[src/verilog/seq_consts.svh]
// Register map, field positions, reset values and timing for sequencing.
`ifndef SEQ_CONSTS_SVH
`define SEQ_CONSTS_SVH

`define REG_LRB_DELAY      8'h0F
`define REG_AUX_A_DELAY    8'h10
`define REG_AUX_B_DELAY    8'h11
`define REG_AUX_CTRL       8'h12
`define REG_SEQ_CONFIG     8'h13

`define RST_LRB_DELAY      8'h26
`define RST_AUX_A_DELAY    8'h0A
`define RST_AUX_B_DELAY    8'h32
`define RST_AUX_CTRL       8'h77
`define RST_SEQ_CONFIG     8'h06

`define DLY_OFF_MSB        7
`define DLY_OFF_LSB        4
`define DLY_ON_MSB         3
`define DLY_ON_LSB         0

`define CTRL_WR_MASK       8'h77
`define CTRL_AUX_B_DRIVE   6
`define CTRL_AUX_B_GATE    5
`define CTRL_AUX_B_LEVEL   4
`define CTRL_AUX_A_DRIVE   2
`define CTRL_AUX_A_GATE    1
`define CTRL_AUX_A_LEVEL   0

`define CFG_ON_RANGE       6
`define CFG_OFF_RANGE      5
`define CFG_PIN_FUNC       4
`define CFG_SHARED_PD      3
`define CFG_ENABLE_PD      2
`define CFG_TWARN_LEVEL    1
`define CFG_SPREAD         0

`define CLK_PERIOD_NS      5
`define STEP_HALF_NS       500000
`define STEP_HALF_CYCLES   (`STEP_HALF_NS / `CLK_PERIOD_NS)

`endif

[src/verilog/seq_pkg.sv]
// Types shared by the sequencing modules.
package seq_pkg;
  typedef enum logic [1:0] {
    SEQ_OFF      = 2'h0,
    SEQ_WAIT_ON  = 2'h1,
    SEQ_ON       = 2'h3,
    SEQ_WAIT_OFF = 2'h2
  } seq_state_e;
endpackage

[src/verilog/delay_channel.sv]
// One delayed on/off channel driven by enable edges and half-step ticks.
`timescale 1ns/10ps
`default_nettype none
module delay_channel #(
  parameter int CODE_W = 4,
  parameter int CNT_W  = 5
) (
  // Clock and reset
  input  wire logic              clk,
  input  wire logic              rst_n,
  // Enable edges and time base
  input  wire logic              rise,
  input  wire logic              fall,
  input  wire logic              tick,
  // Delay settings
  input  wire logic [CODE_W-1:0] on_code,
  input  wire logic [CODE_W-1:0] off_code,
  input  wire logic              on_long,
  input  wire logic              off_long,
  // Sequenced level
  output wire logic              active
);
  seq_pkg::seq_state_e state_q;
  logic [CNT_W-1:0]    cnt_q;

  function automatic logic [CNT_W-1:0] steps(input logic [CODE_W-1:0] c,
                                             input logic lng);
    steps = lng ? CNT_W'({c, 1'b0}) : CNT_W'(c);
  endfunction

  // A new edge always reloads, so only the latest edge counts.
  // An edge that cancels a pending change leaves the level as it stands,
  // so a short enable pulse never makes a stray output pulse.
  always_ff @(posedge clk or negedge rst_n) begin
    if (!rst_n) begin
      state_q <= seq_pkg::SEQ_OFF;
      cnt_q   <= '0;
    end else if (rise) begin
      if (state_q[1] || on_code == '0) begin
        state_q <= seq_pkg::SEQ_ON;
      end else begin
        state_q <= seq_pkg::SEQ_WAIT_ON;
      end
      cnt_q   <= steps(on_code, on_long);
    end else if (fall) begin
      if (!state_q[1] || off_code == '0) begin
        state_q <= seq_pkg::SEQ_OFF;
      end else begin
        state_q <= seq_pkg::SEQ_WAIT_OFF;
      end
      cnt_q   <= steps(off_code, off_long);
    end else if (tick) begin
      case (state_q)
        seq_pkg::SEQ_WAIT_ON: begin
          if (cnt_q == CNT_W'(1)) begin
            state_q <= seq_pkg::SEQ_ON;
          end
          cnt_q <= cnt_q - CNT_W'(1);
        end
        seq_pkg::SEQ_WAIT_OFF: begin
          if (cnt_q == CNT_W'(1)) begin
            state_q <= seq_pkg::SEQ_OFF;
          end
          cnt_q <= cnt_q - CNT_W'(1);
        end
        default: begin
          cnt_q <= cnt_q;
        end
      endcase
    end
  end

  // Gray coding puts the output level in the upper state bit.
  assign active = state_q[1];

  property p_on_load;
    @(posedge clk) disable iff (!rst_n)
    rise |=> cnt_q == ($past(on_long) ? CNT_W'({$past(on_code), 1'b0})
                                      : CNT_W'($past(on_code)));
  endproperty
  a_on_load: assert property (p_on_load)
    else $error("startup count not loaded from code and range");

  property p_off_load;
    @(posedge clk) disable iff (!rst_n)
    (fall && !rise && off_long) |=> cnt_q == CNT_W'({$past(off_code), 1'b0});
  endproperty
  a_off_load: assert property (p_off_load)
    else $error("shutdown count not doubled in long range");

  property p_expire;
    @(posedge clk) disable iff (!rst_n)
    (tick && !rise && !fall && cnt_q == CNT_W'(1)
     && state_q == seq_pkg::SEQ_WAIT_ON) |=> active;
  endproperty
  a_expire: assert property (p_expire)
    else $error("channel did not turn on when its delay ran out");

  property p_restart;
    @(posedge clk) disable iff (!rst_n)
    fall |=> state_q == (($past(active) && $past(off_code) != '0)
                         ? seq_pkg::SEQ_WAIT_OFF : seq_pkg::SEQ_OFF);
  endproperty
  a_restart: assert property (p_restart)
    else $error("falling edge did not take over pending sequence");
endmodule
`default_nettype wire

[src/verilog/rail_and_output_sequencing.sv]
// Sequencing of linear regulator B and two auxiliary outputs, with config.
//
// Function
// - Regulator B turns off off-code times off-step after enable falls.
// - Regulator B turns on on-code times on-step after enable rises.
// - Aux output A falls its off-delay after enable falls; code resets 0.
// - Aux output A rises its on-delay after enable rises; code resets 10.
// - Aux output B falls its off-delay after enable falls; code resets 3.
// - Aux output B rises its on-delay after enable rises; code resets 2.
// - Startup step is 0.5 ms, or 1 ms when startup range bit is set.
// - Shutdown step is 0.5 ms, or 1 ms when shutdown range bit is set.
// - Aux B is push-pull when drive bit is 0, open-drain when 1.
// - Aux B gating 0: level bit alone; 1: level bit and enable pin.
// - Aux B follows its level bit, subject to gating; level resets 1.
// - Aux A is push-pull when drive bit is 0, open-drain when 1.
// - Aux A gating 0: level bit alone; 1: level bit and enable pin.
// - Aux A follows its level bit, subject to gating; level resets 1.
// - Shared pin is aux output B when function bit 0, clock input when 1.
// - Shared pin pull-down follows its bit in either pin function.
// - Enable pin pull-down follows its bit, which resets to 1.
// - Thermal warning threshold 125 C when bit 0, 137 C when 1.
// - Spread spectrum modulation follows its bit, which resets to 0.
`include "seq_consts.svh"
`timescale 1ns/10ps
`default_nettype none
module rail_and_output_sequencing #(
  parameter int HALF_STEP_CYCLES = `STEP_HALF_CYCLES
) (
  // Clock and reset
  input  wire logic       clk,
  input  wire logic       rst_n,
  // Enable pin
  input  wire logic       en_pin,
  // Register port from the serial interface
  input  wire logic [7:0] reg_addr,
  input  wire logic       reg_wr,
  input  wire logic       reg_rd,
  input  wire logic [7:0] reg_wdata,
  output var  logic [7:0] reg_rdata_q,
  // Sequenced regulator enable
  output var  logic       linear_reg_b_en_q,
  // Auxiliary output A pin
  output var  logic       aux_a_out_q,
  output var  logic       aux_a_oe_n_q,
  // Shared pin, auxiliary output B side
  output var  logic       aux_b_out_q,
  output var  logic       aux_b_oe_n_q,
  // Device-wide settings
  output var  logic       ext_clock_sel_q,
  output var  logic       shared_pin_pulldown_q,
  output var  logic       enable_pin_pulldown_q,
  output var  logic       thermal_warn_high_q,
  output var  logic       spread_spectrum_on_q
);
  localparam int NCH = 3;

  logic [7:0] dly_q [NCH];
  logic [7:0] ctrl_q;
  logic [7:0] cfg_q;
  logic       en_prev_q;
  logic       en_rise;
  logic       en_fall;
  logic       half_tick;
  logic [NCH-1:0] seq_active;
  logic       aux_a_lvl;
  logic       aux_b_lvl;

  // Register writes. Delay index 0 is regulator B, 1 is A, 2 is B output.
  always_ff @(posedge clk or negedge rst_n) begin
    if (!rst_n) begin
      dly_q[0] <= `RST_LRB_DELAY;
      dly_q[1] <= `RST_AUX_A_DELAY;
      dly_q[2] <= `RST_AUX_B_DELAY;
    end else if (reg_wr) begin
      if (reg_addr == `REG_LRB_DELAY) begin
        dly_q[0] <= reg_wdata;
      end else if (reg_addr == `REG_AUX_A_DELAY) begin
        dly_q[1] <= reg_wdata;
      end else if (reg_addr == `REG_AUX_B_DELAY) begin
        dly_q[2] <= reg_wdata;
      end
    end
  end

  // Reserved control bits are read-only zero, so writes to them drop.
  always_ff @(posedge clk or negedge rst_n) begin
    if (!rst_n) begin
      ctrl_q <= `RST_AUX_CTRL;
    end else if (reg_wr && reg_addr == `REG_AUX_CTRL) begin
      ctrl_q <= reg_wdata & `CTRL_WR_MASK;
    end
  end

  always_ff @(posedge clk or negedge rst_n) begin
    if (!rst_n) begin
      cfg_q <= `RST_SEQ_CONFIG;
    end else if (reg_wr && reg_addr == `REG_SEQ_CONFIG) begin
      cfg_q <= reg_wdata;
    end
  end

  // Read data is registered; an unmapped address reads as zero.
  always_ff @(posedge clk or negedge rst_n) begin
    if (!rst_n) begin
      reg_rdata_q <= 8'h00;
    end else if (reg_rd) begin
      if (reg_addr == `REG_LRB_DELAY) begin
        reg_rdata_q <= dly_q[0];
      end else if (reg_addr == `REG_AUX_A_DELAY) begin
        reg_rdata_q <= dly_q[1];
      end else if (reg_addr == `REG_AUX_B_DELAY) begin
        reg_rdata_q <= dly_q[2];
      end else if (reg_addr == `REG_AUX_CTRL) begin
        reg_rdata_q <= ctrl_q;
      end else if (reg_addr == `REG_SEQ_CONFIG) begin
        reg_rdata_q <= cfg_q;
      end else begin
        reg_rdata_q <= 8'h00;
      end
    end
  end

  // The pin is taken as synchronous, so one flop suffices for edges.
  always_ff @(posedge clk or negedge rst_n) begin
    if (!rst_n) begin
      en_prev_q <= 1'b0;
    end else begin
      en_prev_q <= en_pin;
    end
  end

  assign en_rise = en_pin && !en_prev_q;
  assign en_fall = !en_pin && en_prev_q;

  tick_divider #(
    .HALF_CYCLES (HALF_STEP_CYCLES)
  ) u_tick (
    .clk     (clk),
    .rst_n   (rst_n),
    .restart (en_rise || en_fall),
    .tick_q  (half_tick)
  );

  // Codes are sampled at the edge; later writes act on the next edge.
  generate
    for (genvar i = 0; i < NCH; i++) begin : g_chan
      delay_channel #(
        .CODE_W (4),
        .CNT_W  (5)
      ) u_chan (
        .clk      (clk),
        .rst_n    (rst_n),
        .rise     (en_rise),
        .fall     (en_fall),
        .tick     (half_tick),
        .on_code  (dly_q[i][`DLY_ON_MSB:`DLY_ON_LSB]),
        .off_code (dly_q[i][`DLY_OFF_MSB:`DLY_OFF_LSB]),
        .on_long  (cfg_q[`CFG_ON_RANGE]),
        .off_long (cfg_q[`CFG_OFF_RANGE]),
        .active   (seq_active[i])
      );
    end
  endgenerate

  always_ff @(posedge clk or negedge rst_n) begin
    if (!rst_n) begin
      linear_reg_b_en_q <= 1'b0;
    end else begin
      linear_reg_b_en_q <= seq_active[0];
    end
  end

  // With gating on, the sequenced enable qualifies the level bit.
  assign aux_a_lvl = ctrl_q[`CTRL_AUX_A_LEVEL] &&
                     (!ctrl_q[`CTRL_AUX_A_GATE] || seq_active[1]);
  assign aux_b_lvl = ctrl_q[`CTRL_AUX_B_LEVEL] &&
                     (!ctrl_q[`CTRL_AUX_B_GATE] || seq_active[2]);

  // Open drain releases the pin for high; the external pull-up lifts it.
  always_ff @(posedge clk or negedge rst_n) begin
    if (!rst_n) begin
      aux_a_out_q  <= 1'b0;
      aux_a_oe_n_q <= 1'b1;
    end else if (ctrl_q[`CTRL_AUX_A_DRIVE]) begin
      aux_a_out_q  <= 1'b0;
      aux_a_oe_n_q <= aux_a_lvl;
    end else begin
      aux_a_out_q  <= aux_a_lvl;
      aux_a_oe_n_q <= 1'b0;
    end
  end

  // In clock-input function the pin is released whatever the settings.
  always_ff @(posedge clk or negedge rst_n) begin
    if (!rst_n) begin
      aux_b_out_q  <= 1'b0;
      aux_b_oe_n_q <= 1'b1;
    end else if (cfg_q[`CFG_PIN_FUNC]) begin
      aux_b_out_q  <= 1'b0;
      aux_b_oe_n_q <= 1'b1;
    end else if (ctrl_q[`CTRL_AUX_B_DRIVE]) begin
      aux_b_out_q  <= 1'b0;
      aux_b_oe_n_q <= aux_b_lvl;
    end else begin
      aux_b_out_q  <= aux_b_lvl;
      aux_b_oe_n_q <= 1'b0;
    end
  end

  // Analog settings are passed out as registered levels.
  always_ff @(posedge clk or negedge rst_n) begin
    if (!rst_n) begin
      ext_clock_sel_q       <= 1'b0;
      shared_pin_pulldown_q <= 1'b0;
      enable_pin_pulldown_q <= 1'b1;
      thermal_warn_high_q   <= 1'b1;
      spread_spectrum_on_q  <= 1'b0;
    end else begin
      ext_clock_sel_q       <= cfg_q[`CFG_PIN_FUNC];
      shared_pin_pulldown_q <= cfg_q[`CFG_SHARED_PD];
      enable_pin_pulldown_q <= cfg_q[`CFG_ENABLE_PD];
      thermal_warn_high_q   <= cfg_q[`CFG_TWARN_LEVEL];
      spread_spectrum_on_q  <= cfg_q[`CFG_SPREAD];
    end
  end

  property p_aux_a_od;
    @(posedge clk) disable iff (!rst_n)
    ctrl_q[`CTRL_AUX_A_DRIVE] |=> !aux_a_out_q;
  endproperty
  a_aux_a_od: assert property (p_aux_a_od)
    else $error("aux A actively driven high in open-drain mode");

  property p_aux_a_plain;
    @(posedge clk) disable iff (!rst_n)
    !ctrl_q[`CTRL_AUX_A_GATE] |=>
      (aux_a_oe_n_q || aux_a_out_q) == $past(ctrl_q[`CTRL_AUX_A_LEVEL]);
  endproperty
  a_aux_a_plain: assert property (p_aux_a_plain)
    else $error("ungated aux A does not follow its level bit");

  property p_aux_b_gated;
    @(posedge clk) disable iff (!rst_n)
    (!cfg_q[`CFG_PIN_FUNC] && ctrl_q[`CTRL_AUX_B_GATE] && !seq_active[2]
     && !ctrl_q[`CTRL_AUX_B_DRIVE]) |=> !aux_b_out_q && !aux_b_oe_n_q;
  endproperty
  a_aux_b_gated: assert property (p_aux_b_gated)
    else $error("gated aux B high while its sequence is off");

  property p_aux_b_level;
    @(posedge clk) disable iff (!rst_n)
    (!cfg_q[`CFG_PIN_FUNC] && !ctrl_q[`CTRL_AUX_B_LEVEL]) |=>
      !aux_b_oe_n_q && !aux_b_out_q;
  endproperty
  a_aux_b_level: assert property (p_aux_b_level)
    else $error("aux B not low with level bit clear");

  property p_clock_fn;
    @(posedge clk) disable iff (!rst_n)
    cfg_q[`CFG_PIN_FUNC] |=> aux_b_oe_n_q && ext_clock_sel_q;
  endproperty
  a_clock_fn: assert property (p_clock_fn)
    else $error("shared pin driven while used as clock input");

  property p_cfg_write;
    @(posedge clk) disable iff (!rst_n)
    (reg_wr && reg_addr == `REG_SEQ_CONFIG) |=> ##1
      (spread_spectrum_on_q == $past(reg_wdata[`CFG_SPREAD], 2)) &&
      (thermal_warn_high_q == $past(reg_wdata[`CFG_TWARN_LEVEL], 2));
  endproperty
  a_cfg_write: assert property (p_cfg_write)
    else $error("config write not reflected two cycles later");

  property p_pulldowns;
    @(posedge clk) disable iff (!rst_n)
    (reg_wr && reg_addr == `REG_SEQ_CONFIG) |=> ##1
      (shared_pin_pulldown_q == $past(reg_wdata[`CFG_SHARED_PD], 2)) &&
      (enable_pin_pulldown_q == $past(reg_wdata[`CFG_ENABLE_PD], 2));
  endproperty
  a_pulldowns: assert property (p_pulldowns)
    else $error("pull-down controls do not follow config write");

  property p_zero_on;
    @(posedge clk) disable iff (!rst_n)
    (en_rise && dly_q[0][`DLY_ON_MSB:`DLY_ON_LSB] == 4'h0) ##1 !en_fall
      |=> linear_reg_b_en_q;
  endproperty
  a_zero_on: assert property (p_zero_on)
    else $error("regulator B late with zero startup code");

  property p_zero_off;
    @(posedge clk) disable iff (!rst_n)
    (en_fall && dly_q[0][`DLY_OFF_MSB:`DLY_OFF_LSB] == 4'h0) ##1 !en_rise
      |=> !linear_reg_b_en_q;
  endproperty
  a_zero_off: assert property (p_zero_off)
    else $error("regulator B late off with zero shutdown code");

  property p_rd_delay;
    @(posedge clk) disable iff (!rst_n)
    (reg_rd && reg_addr == `REG_LRB_DELAY) |=>
      reg_rdata_q == $past(dly_q[0]);
  endproperty
  a_rd_delay: assert property (p_rd_delay)
    else $error("regulator B delay register read back wrong");

  property p_rd_unmapped;
    @(posedge clk) disable iff (!rst_n)
    (reg_rd && (reg_addr < `REG_LRB_DELAY || reg_addr > `REG_SEQ_CONFIG))
      |=> reg_rdata_q == 8'h00;
  endproperty
  a_rd_unmapped: assert property (p_rd_unmapped)
    else $error("unmapped address did not read as zero");

  property p_dly_write;
    @(posedge clk) disable iff (!rst_n)
    (reg_wr && reg_addr == `REG_AUX_A_DELAY) |=>
      dly_q[1] == $past(reg_wdata);
  endproperty
  a_dly_write: assert property (p_dly_write)
    else $error("aux A delay write not stored");

  property p_ctrl_mask;
    @(posedge clk) disable iff (!rst_n)
    (reg_wr && reg_addr == `REG_AUX_CTRL) |=>
      ctrl_q == ($past(reg_wdata) & `CTRL_WR_MASK);
  endproperty
  a_ctrl_mask: assert property (p_ctrl_mask)
    else $error("control write stored a reserved bit");

  property p_aux_a_gated;
    @(posedge clk) disable iff (!rst_n)
    (ctrl_q[`CTRL_AUX_A_GATE] && !seq_active[1]) |=>
      !aux_a_oe_n_q && !aux_a_out_q;
  endproperty
  a_aux_a_gated: assert property (p_aux_a_gated)
    else $error("gated aux A not low while its sequence is off");

  property p_aux_b_od;
    @(posedge clk) disable iff (!rst_n)
    (!cfg_q[`CFG_PIN_FUNC] && ctrl_q[`CTRL_AUX_B_DRIVE]) |=> !aux_b_out_q;
  endproperty
  a_aux_b_od: assert property (p_aux_b_od)
    else $error("aux B actively driven high in open-drain mode");
endmodule
`default_nettype wire

[src/verilog/tick_divider.sv]
// Half-step time base that restarts on every enable edge.
`timescale 1ns/10ps
`default_nettype none
module tick_divider #(
  parameter int HALF_CYCLES = 100000
) (
  // Clock and reset
  input  wire logic clk,
  input  wire logic rst_n,
  // Control
  input  wire logic restart,
  output var  logic tick_q
);
  localparam int CW = $clog2(HALF_CYCLES + 1);
  localparam logic [CW-1:0] LAST = CW'(HALF_CYCLES - 1);

  logic [CW-1:0] cnt_q;

  // Restarting aligns every delay to the edge, so no step is short.
  always_ff @(posedge clk or negedge rst_n) begin
    if (!rst_n) begin
      cnt_q  <= '0;
      tick_q <= 1'b0;
    end else if (restart) begin
      cnt_q  <= '0;
      tick_q <= 1'b0;
    end else if (cnt_q == LAST) begin
      cnt_q  <= '0;
      tick_q <= 1'b1;
    end else begin
      cnt_q  <= cnt_q + CW'(1);
      tick_q <= 1'b0;
    end
  end
endmodule
`default_nettype wire
[config.mk]
export PLATFORM = sky130hd
export DESIGN_NAME = rail_and_output_sequencing
export DESIGN_NICKNAME = d
export VERILOG_FILES = /design/src/verilog/seq_pkg.sv /design/src/verilog/delay_channel.sv /design/src/verilog/rail_and_output_sequencing.sv /design/src/verilog/tick_divider.sv
export VERILOG_INCLUDE_DIRS = /design/src /design/src/verilog
export SDC_FILE = /design/constraint.sdc
export NUM_CORES = 1
export LEC_CHECK = 0
export BUFFER_PORTS_ARGS = -buffer_cell sky130_fd_sc_hd__buf_2
export CAP_MARGIN = 20
export CORE_ASPECT_RATIO = 0.75
export CORE_UTILIZATION = 40
export DETAILED_ROUTE_END_ITERATION = 16
export PLACE_DENSITY = 0.57
export REMOVE_ABC_BUFFERS = 1
export SKIP_CTS_REPAIR_TIMING = 1
export SYNTH_ARGS = -nofsm -noshare
export SYNTH_HDL_FRONTEND = slang
export SYNTH_HIERARCHICAL = 1
export SYNTH_SLANG_ARGS = --single-unit
[constraint.sdc]
create_clock -name clk -period 1.9 [get_ports clk]
set_input_delay 0.19 -clock clk [delete_from_list [all_inputs] [get_ports clk]]
set_output_delay 0.19 -clock clk [all_outputs]
set_load 0.05 [all_outputs]
==> results by group <==
STA
  • Aggregate negative setup slack: 0 ns
  • Unrepaired setup endpoints after global routing: false
  • Post-route clock period utilization: 92.7%
  • Worst setup slack after layout: approximately 0.14 ns
  • Worst slew pin tran: 0.628 ns
  • Final critical-path required period: 1.76 ns
  • Max-slew violation total from the final report: 0
  • Rel. slew slack: about 58%
  • Fmax achieved: 0.568 GHz
  • Final Setup Violations: 0
  • Final hold violation count: 0
  • Worst-case clock skew: 0.0117 ns
  • Hold slack: 0.169 ns

Global routing
  • Remaining global-route overflow: 0
  • Largest net degree at the start of global routing: 52
  • Overall track demand over capacity in global routing: about a fifth
  • First-pass GRT wire length: 19.8 mm
  • Number of global-route vias before repair: 3561
  • Antenna violations before repair: 0

Synth
  • Post-synthesis sequential element count: 96
  • Leading register cell type out of synthesis: dfrtp_1
  • Cell area after synthesis: 5240 sq um
  • Most frequent cell after synthesis: dfrtp_1
  • Cell taking the most area after synthesis: dfrtp_1
  • Synthesis Warnings: 6
  • Syn Inst Count: 456
  • Leading post-synthesis cells by instance count: 76 x dfrtp_1, 44 x mux2_2, 35 x nor2_1
  • Area contributors post-synth: dfrtp_1 36%, dfstp_2 10%, mux2_2 9.5%
  • Post-synthesis cell type count: 60
  • Area share of the leading cell type in the synthesized netlist: 36.3%
  • Share of flip-flops with an asynchronous set or reset after synthesis: 100%
  • Syn Area/Cell: around 11 sq um
  • Number of synthesized flops with an enable pin: 0
  • Share of synthesized area occupied by flip-flops and latches: about 46%

Routing
  • Via total after detailed routing: 3671
  • Via density: 5.43
  • Final ANT Viol Nets: 0
  • DRC violations left: 0
  • Wire length per cell after detailed routing: 17.9 um
  • Violation count after the first detailed-route iteration: roughly 230
  • Post-detailed-routing wire length: 12.1 mm
  • Total iterations of the first detailed-routing run: 5

Min path
  • Type of the tightest min-delay check: primary input to flop

Power and ir drop
  • Combinational Power Share: 16.0%
  • Total power consumption of the routed design: 5040 uW
  • Share of total power in the clock network: a little under two fifths
  • Worst-case vdd ir drop: 469 uV
  • Share of total power consumed by net switching: 28.6%
  • Internal power: 3600 uW
  • Power per Cell Area: 837 nW/um^2
  • Relative contribution of sequential cells to total power: 46.8%
  • Switching power: 1440 uW
  • Reported leakage power: 0.00264 uW

Placement
  • Dpl hpwl: 8.90 mm
  • Number of I/O port buffers: 38
  • GP Congestion: ~0.84
  • Cell count after placement: between 600 and 700
  • Post-placement worst setup slack: 0.136 ns

Floorplan
  • Width of the die: 134 um
  • Area enclosed by the die boundary: 13600 sq um
  • Core Footprint: 12500 sq um
  • Initial Util: between 40% and 50%
  • Ports placed on the boundary: 39
  • # rows: 35
  • Chip Height: 101 um

Finish
  • Count of nets after finishing: 541
  • Share of layout cells above drive strength 1: 36.1%
  • Area overhead of the layout relative to synthesis: 14.9%
  • Number of cells in the finished layout apart from fillers: 676
  • Ant diodes: 0

Clock tree
  • Clock tree root driver cell: clkbuf_16
  • Number of clock sinks: 96
  • Clock tree from TritonCTS: done
  • CTS buffer count: 9
  • Level count of the clock H-tree: 3
  • Clock edge transition at the registers on the reported setup and hold paths: 0.07 ns
  • Max clock buf depth: 2
  • Later-pin clock latency in the skew report: 0.35 ns

Setup path
  • CP Data Arrival Time: 1.99 ns
  • Top cell family by delay on the critical path: buffers and inverters
  • Critical path type: primary input to flop
  • Slowest cell on the critical path: dlygate4sd3_1
  • Cell breakdown of the critical path: dlygate4sd3_1, buf_2, inv_1, ha_1, buf_12, nor2_2, o21ai_2, mux2_4
  • Nature of the critical path endpoint: flop
  • Worst path buffer plus inverter count: 4
  • WP data required: ~2.1 ns
  • Largest driver fanout on the critical path: 33
  • Sort of element at the start of the critical path: primary input
  • Delay of the slowest cell on the worst path: 0.53 ns

Run status
  • Status: finished, final reports clean

Run
  • Max-capacitance violation count: 0
-- layout make-up --
| type | instances | area (sq um) |
|---|---|---|
| Inverter | 25 | 93.8 |
| Fill cell | 1167 | 6500 |
| Multi-Input combinational cell | 320 | 2640 |
| Timing Repair Buffer | 53 | 348 |
| Clock inverter | 6 | 75.1 |
| Tap cell | 166 | 208 |
| Sequential cell | 96 | 2430 |
| Clock buffer | 10 | 229 |
-- cell usage in the layout (no fill, tap or decap), types with 4 or more instances in the layout --
master | netlist | routed
dfstp_2 | 20 | 20
nand3_1 | 11 | 11
nor2_2 | 8 | 8
buf_4 | 3 | 11
nor2_1 | 35 | 35
xnor2_1 | 17 | 17
mux2i_1 | 17 | 17
a22oi_1 | 9 | 9
mux2_2 | 44 | 44
xor2_1 | 4 | 4
buf_2 | 10 | 37
nand4_1 | 7 | 7
o21ai_0 | 12 | 12
inv_1 | 25 | 25
clkbuf_16 | 0 | 9
nor4_2 | 6 | 6
dfrtp_1 | 76 | 76
mux4_2 | 6 | 6
nor4_1 | 5 | 5
a31oi_1 | 9 | 9
nand2_1 | 28 | 28
nor3_1 | 4 | 4
ha_1 | 15 | 15
a21oi_1 | 11 | 11
-- state kept, by name (all words and copies together) (netlist names) --
name / cells
aux_a_out_q: 1
ext_clock_sel_q: 1
ctrl_q: 6
en_prev_q: 1
spread_spectrum_on_q: 1
dly_q: 24
thermal_warn_high_q: 1
aux_a_oe_n_q: 1
g_chan.u_chan/state_q: 6
reg_rdata_q: 8
linear_reg_b_en_q: 1
u_tick/cnt_q: 17
u_tick/tick_q: 1
cfg_q: 8
shared_pin_pulldown_q: 1
enable_pin_pulldown_q: 1
g_chan.u_chan/cnt_q: 15
aux_b_out_q: 1
aux_b_oe_n_q: 1
-- through the flow --
| step | util [%] | area (sq um) |
|---|---|---|
| after floorplan | - | 5160 |
| after global routing | 48.1 | 6020 |
| after detailed placement | 45.5 | 5700 |
| final | 48.1 | 6020 |
| after CTS | 47.9 | 6000 |
| after global placement | 45.5 | 5700 |
-- metal layers --
layer / routed length (um) / global-route usage [%] / share of wire, %
met5: 0 / 0 / 0
met4: 96 / 4.24 / 0.79
met3: 433 / 4.05 / 3.6
met2: 5170 / 27.4 / 43
met1: 6420 / 29.7 / 53
-- worst paths after layout --
| check | startpoint | to | slack, ns | cells after the start |
|---|---|---|---|---|
| setup / recovery | en_pin | g_chan[0].u_chan/state_q[0] | 0.14 | 8 |
| hold reg to reg | cfg_q[2] | enable_pin_pulldown_q | 0.38 | 0 |
| max in group asynchronous | rst_n | dly_q[4] | 0.93 | 3 |
| min in group asynchronous | rst_n | u_tick/cnt_q[7] | 0.30 | 2 |
| setup reg to reg | g_chan[0].u_chan/state_q[1] | g_chan[0].u_chan/cnt_q[3] | 0.25 | 6 |
| hold / removal | reg_wdata[3] | cfg_q[3] | 0.17 | 2 |
-- power by group through the flow --
stage	combinational [uW]	sequential [uW]	clock [uW]
after floorplan	482	2420	0
after global placement	797	2390	0
after detailed placement	809	2390	0
after CTS	812	2350	1940
after global routing	892	2380	2010
final	808	2360	1870
-- kinds of logic (layout without fill, tap and decap cells) --
group	count (synthesis)	in the layout	synth area share, %
compound gates	76	76	10.7
xor+xnor	21	21	3.51
fa+ha+maj	15	15	3.58
buf+inv	40	94	3.32
flops	96	96	46.3
mux	70	70	16.1
simple gates	138	138	16.4
No activity file was read; power rests on OpenSTA's default activity.
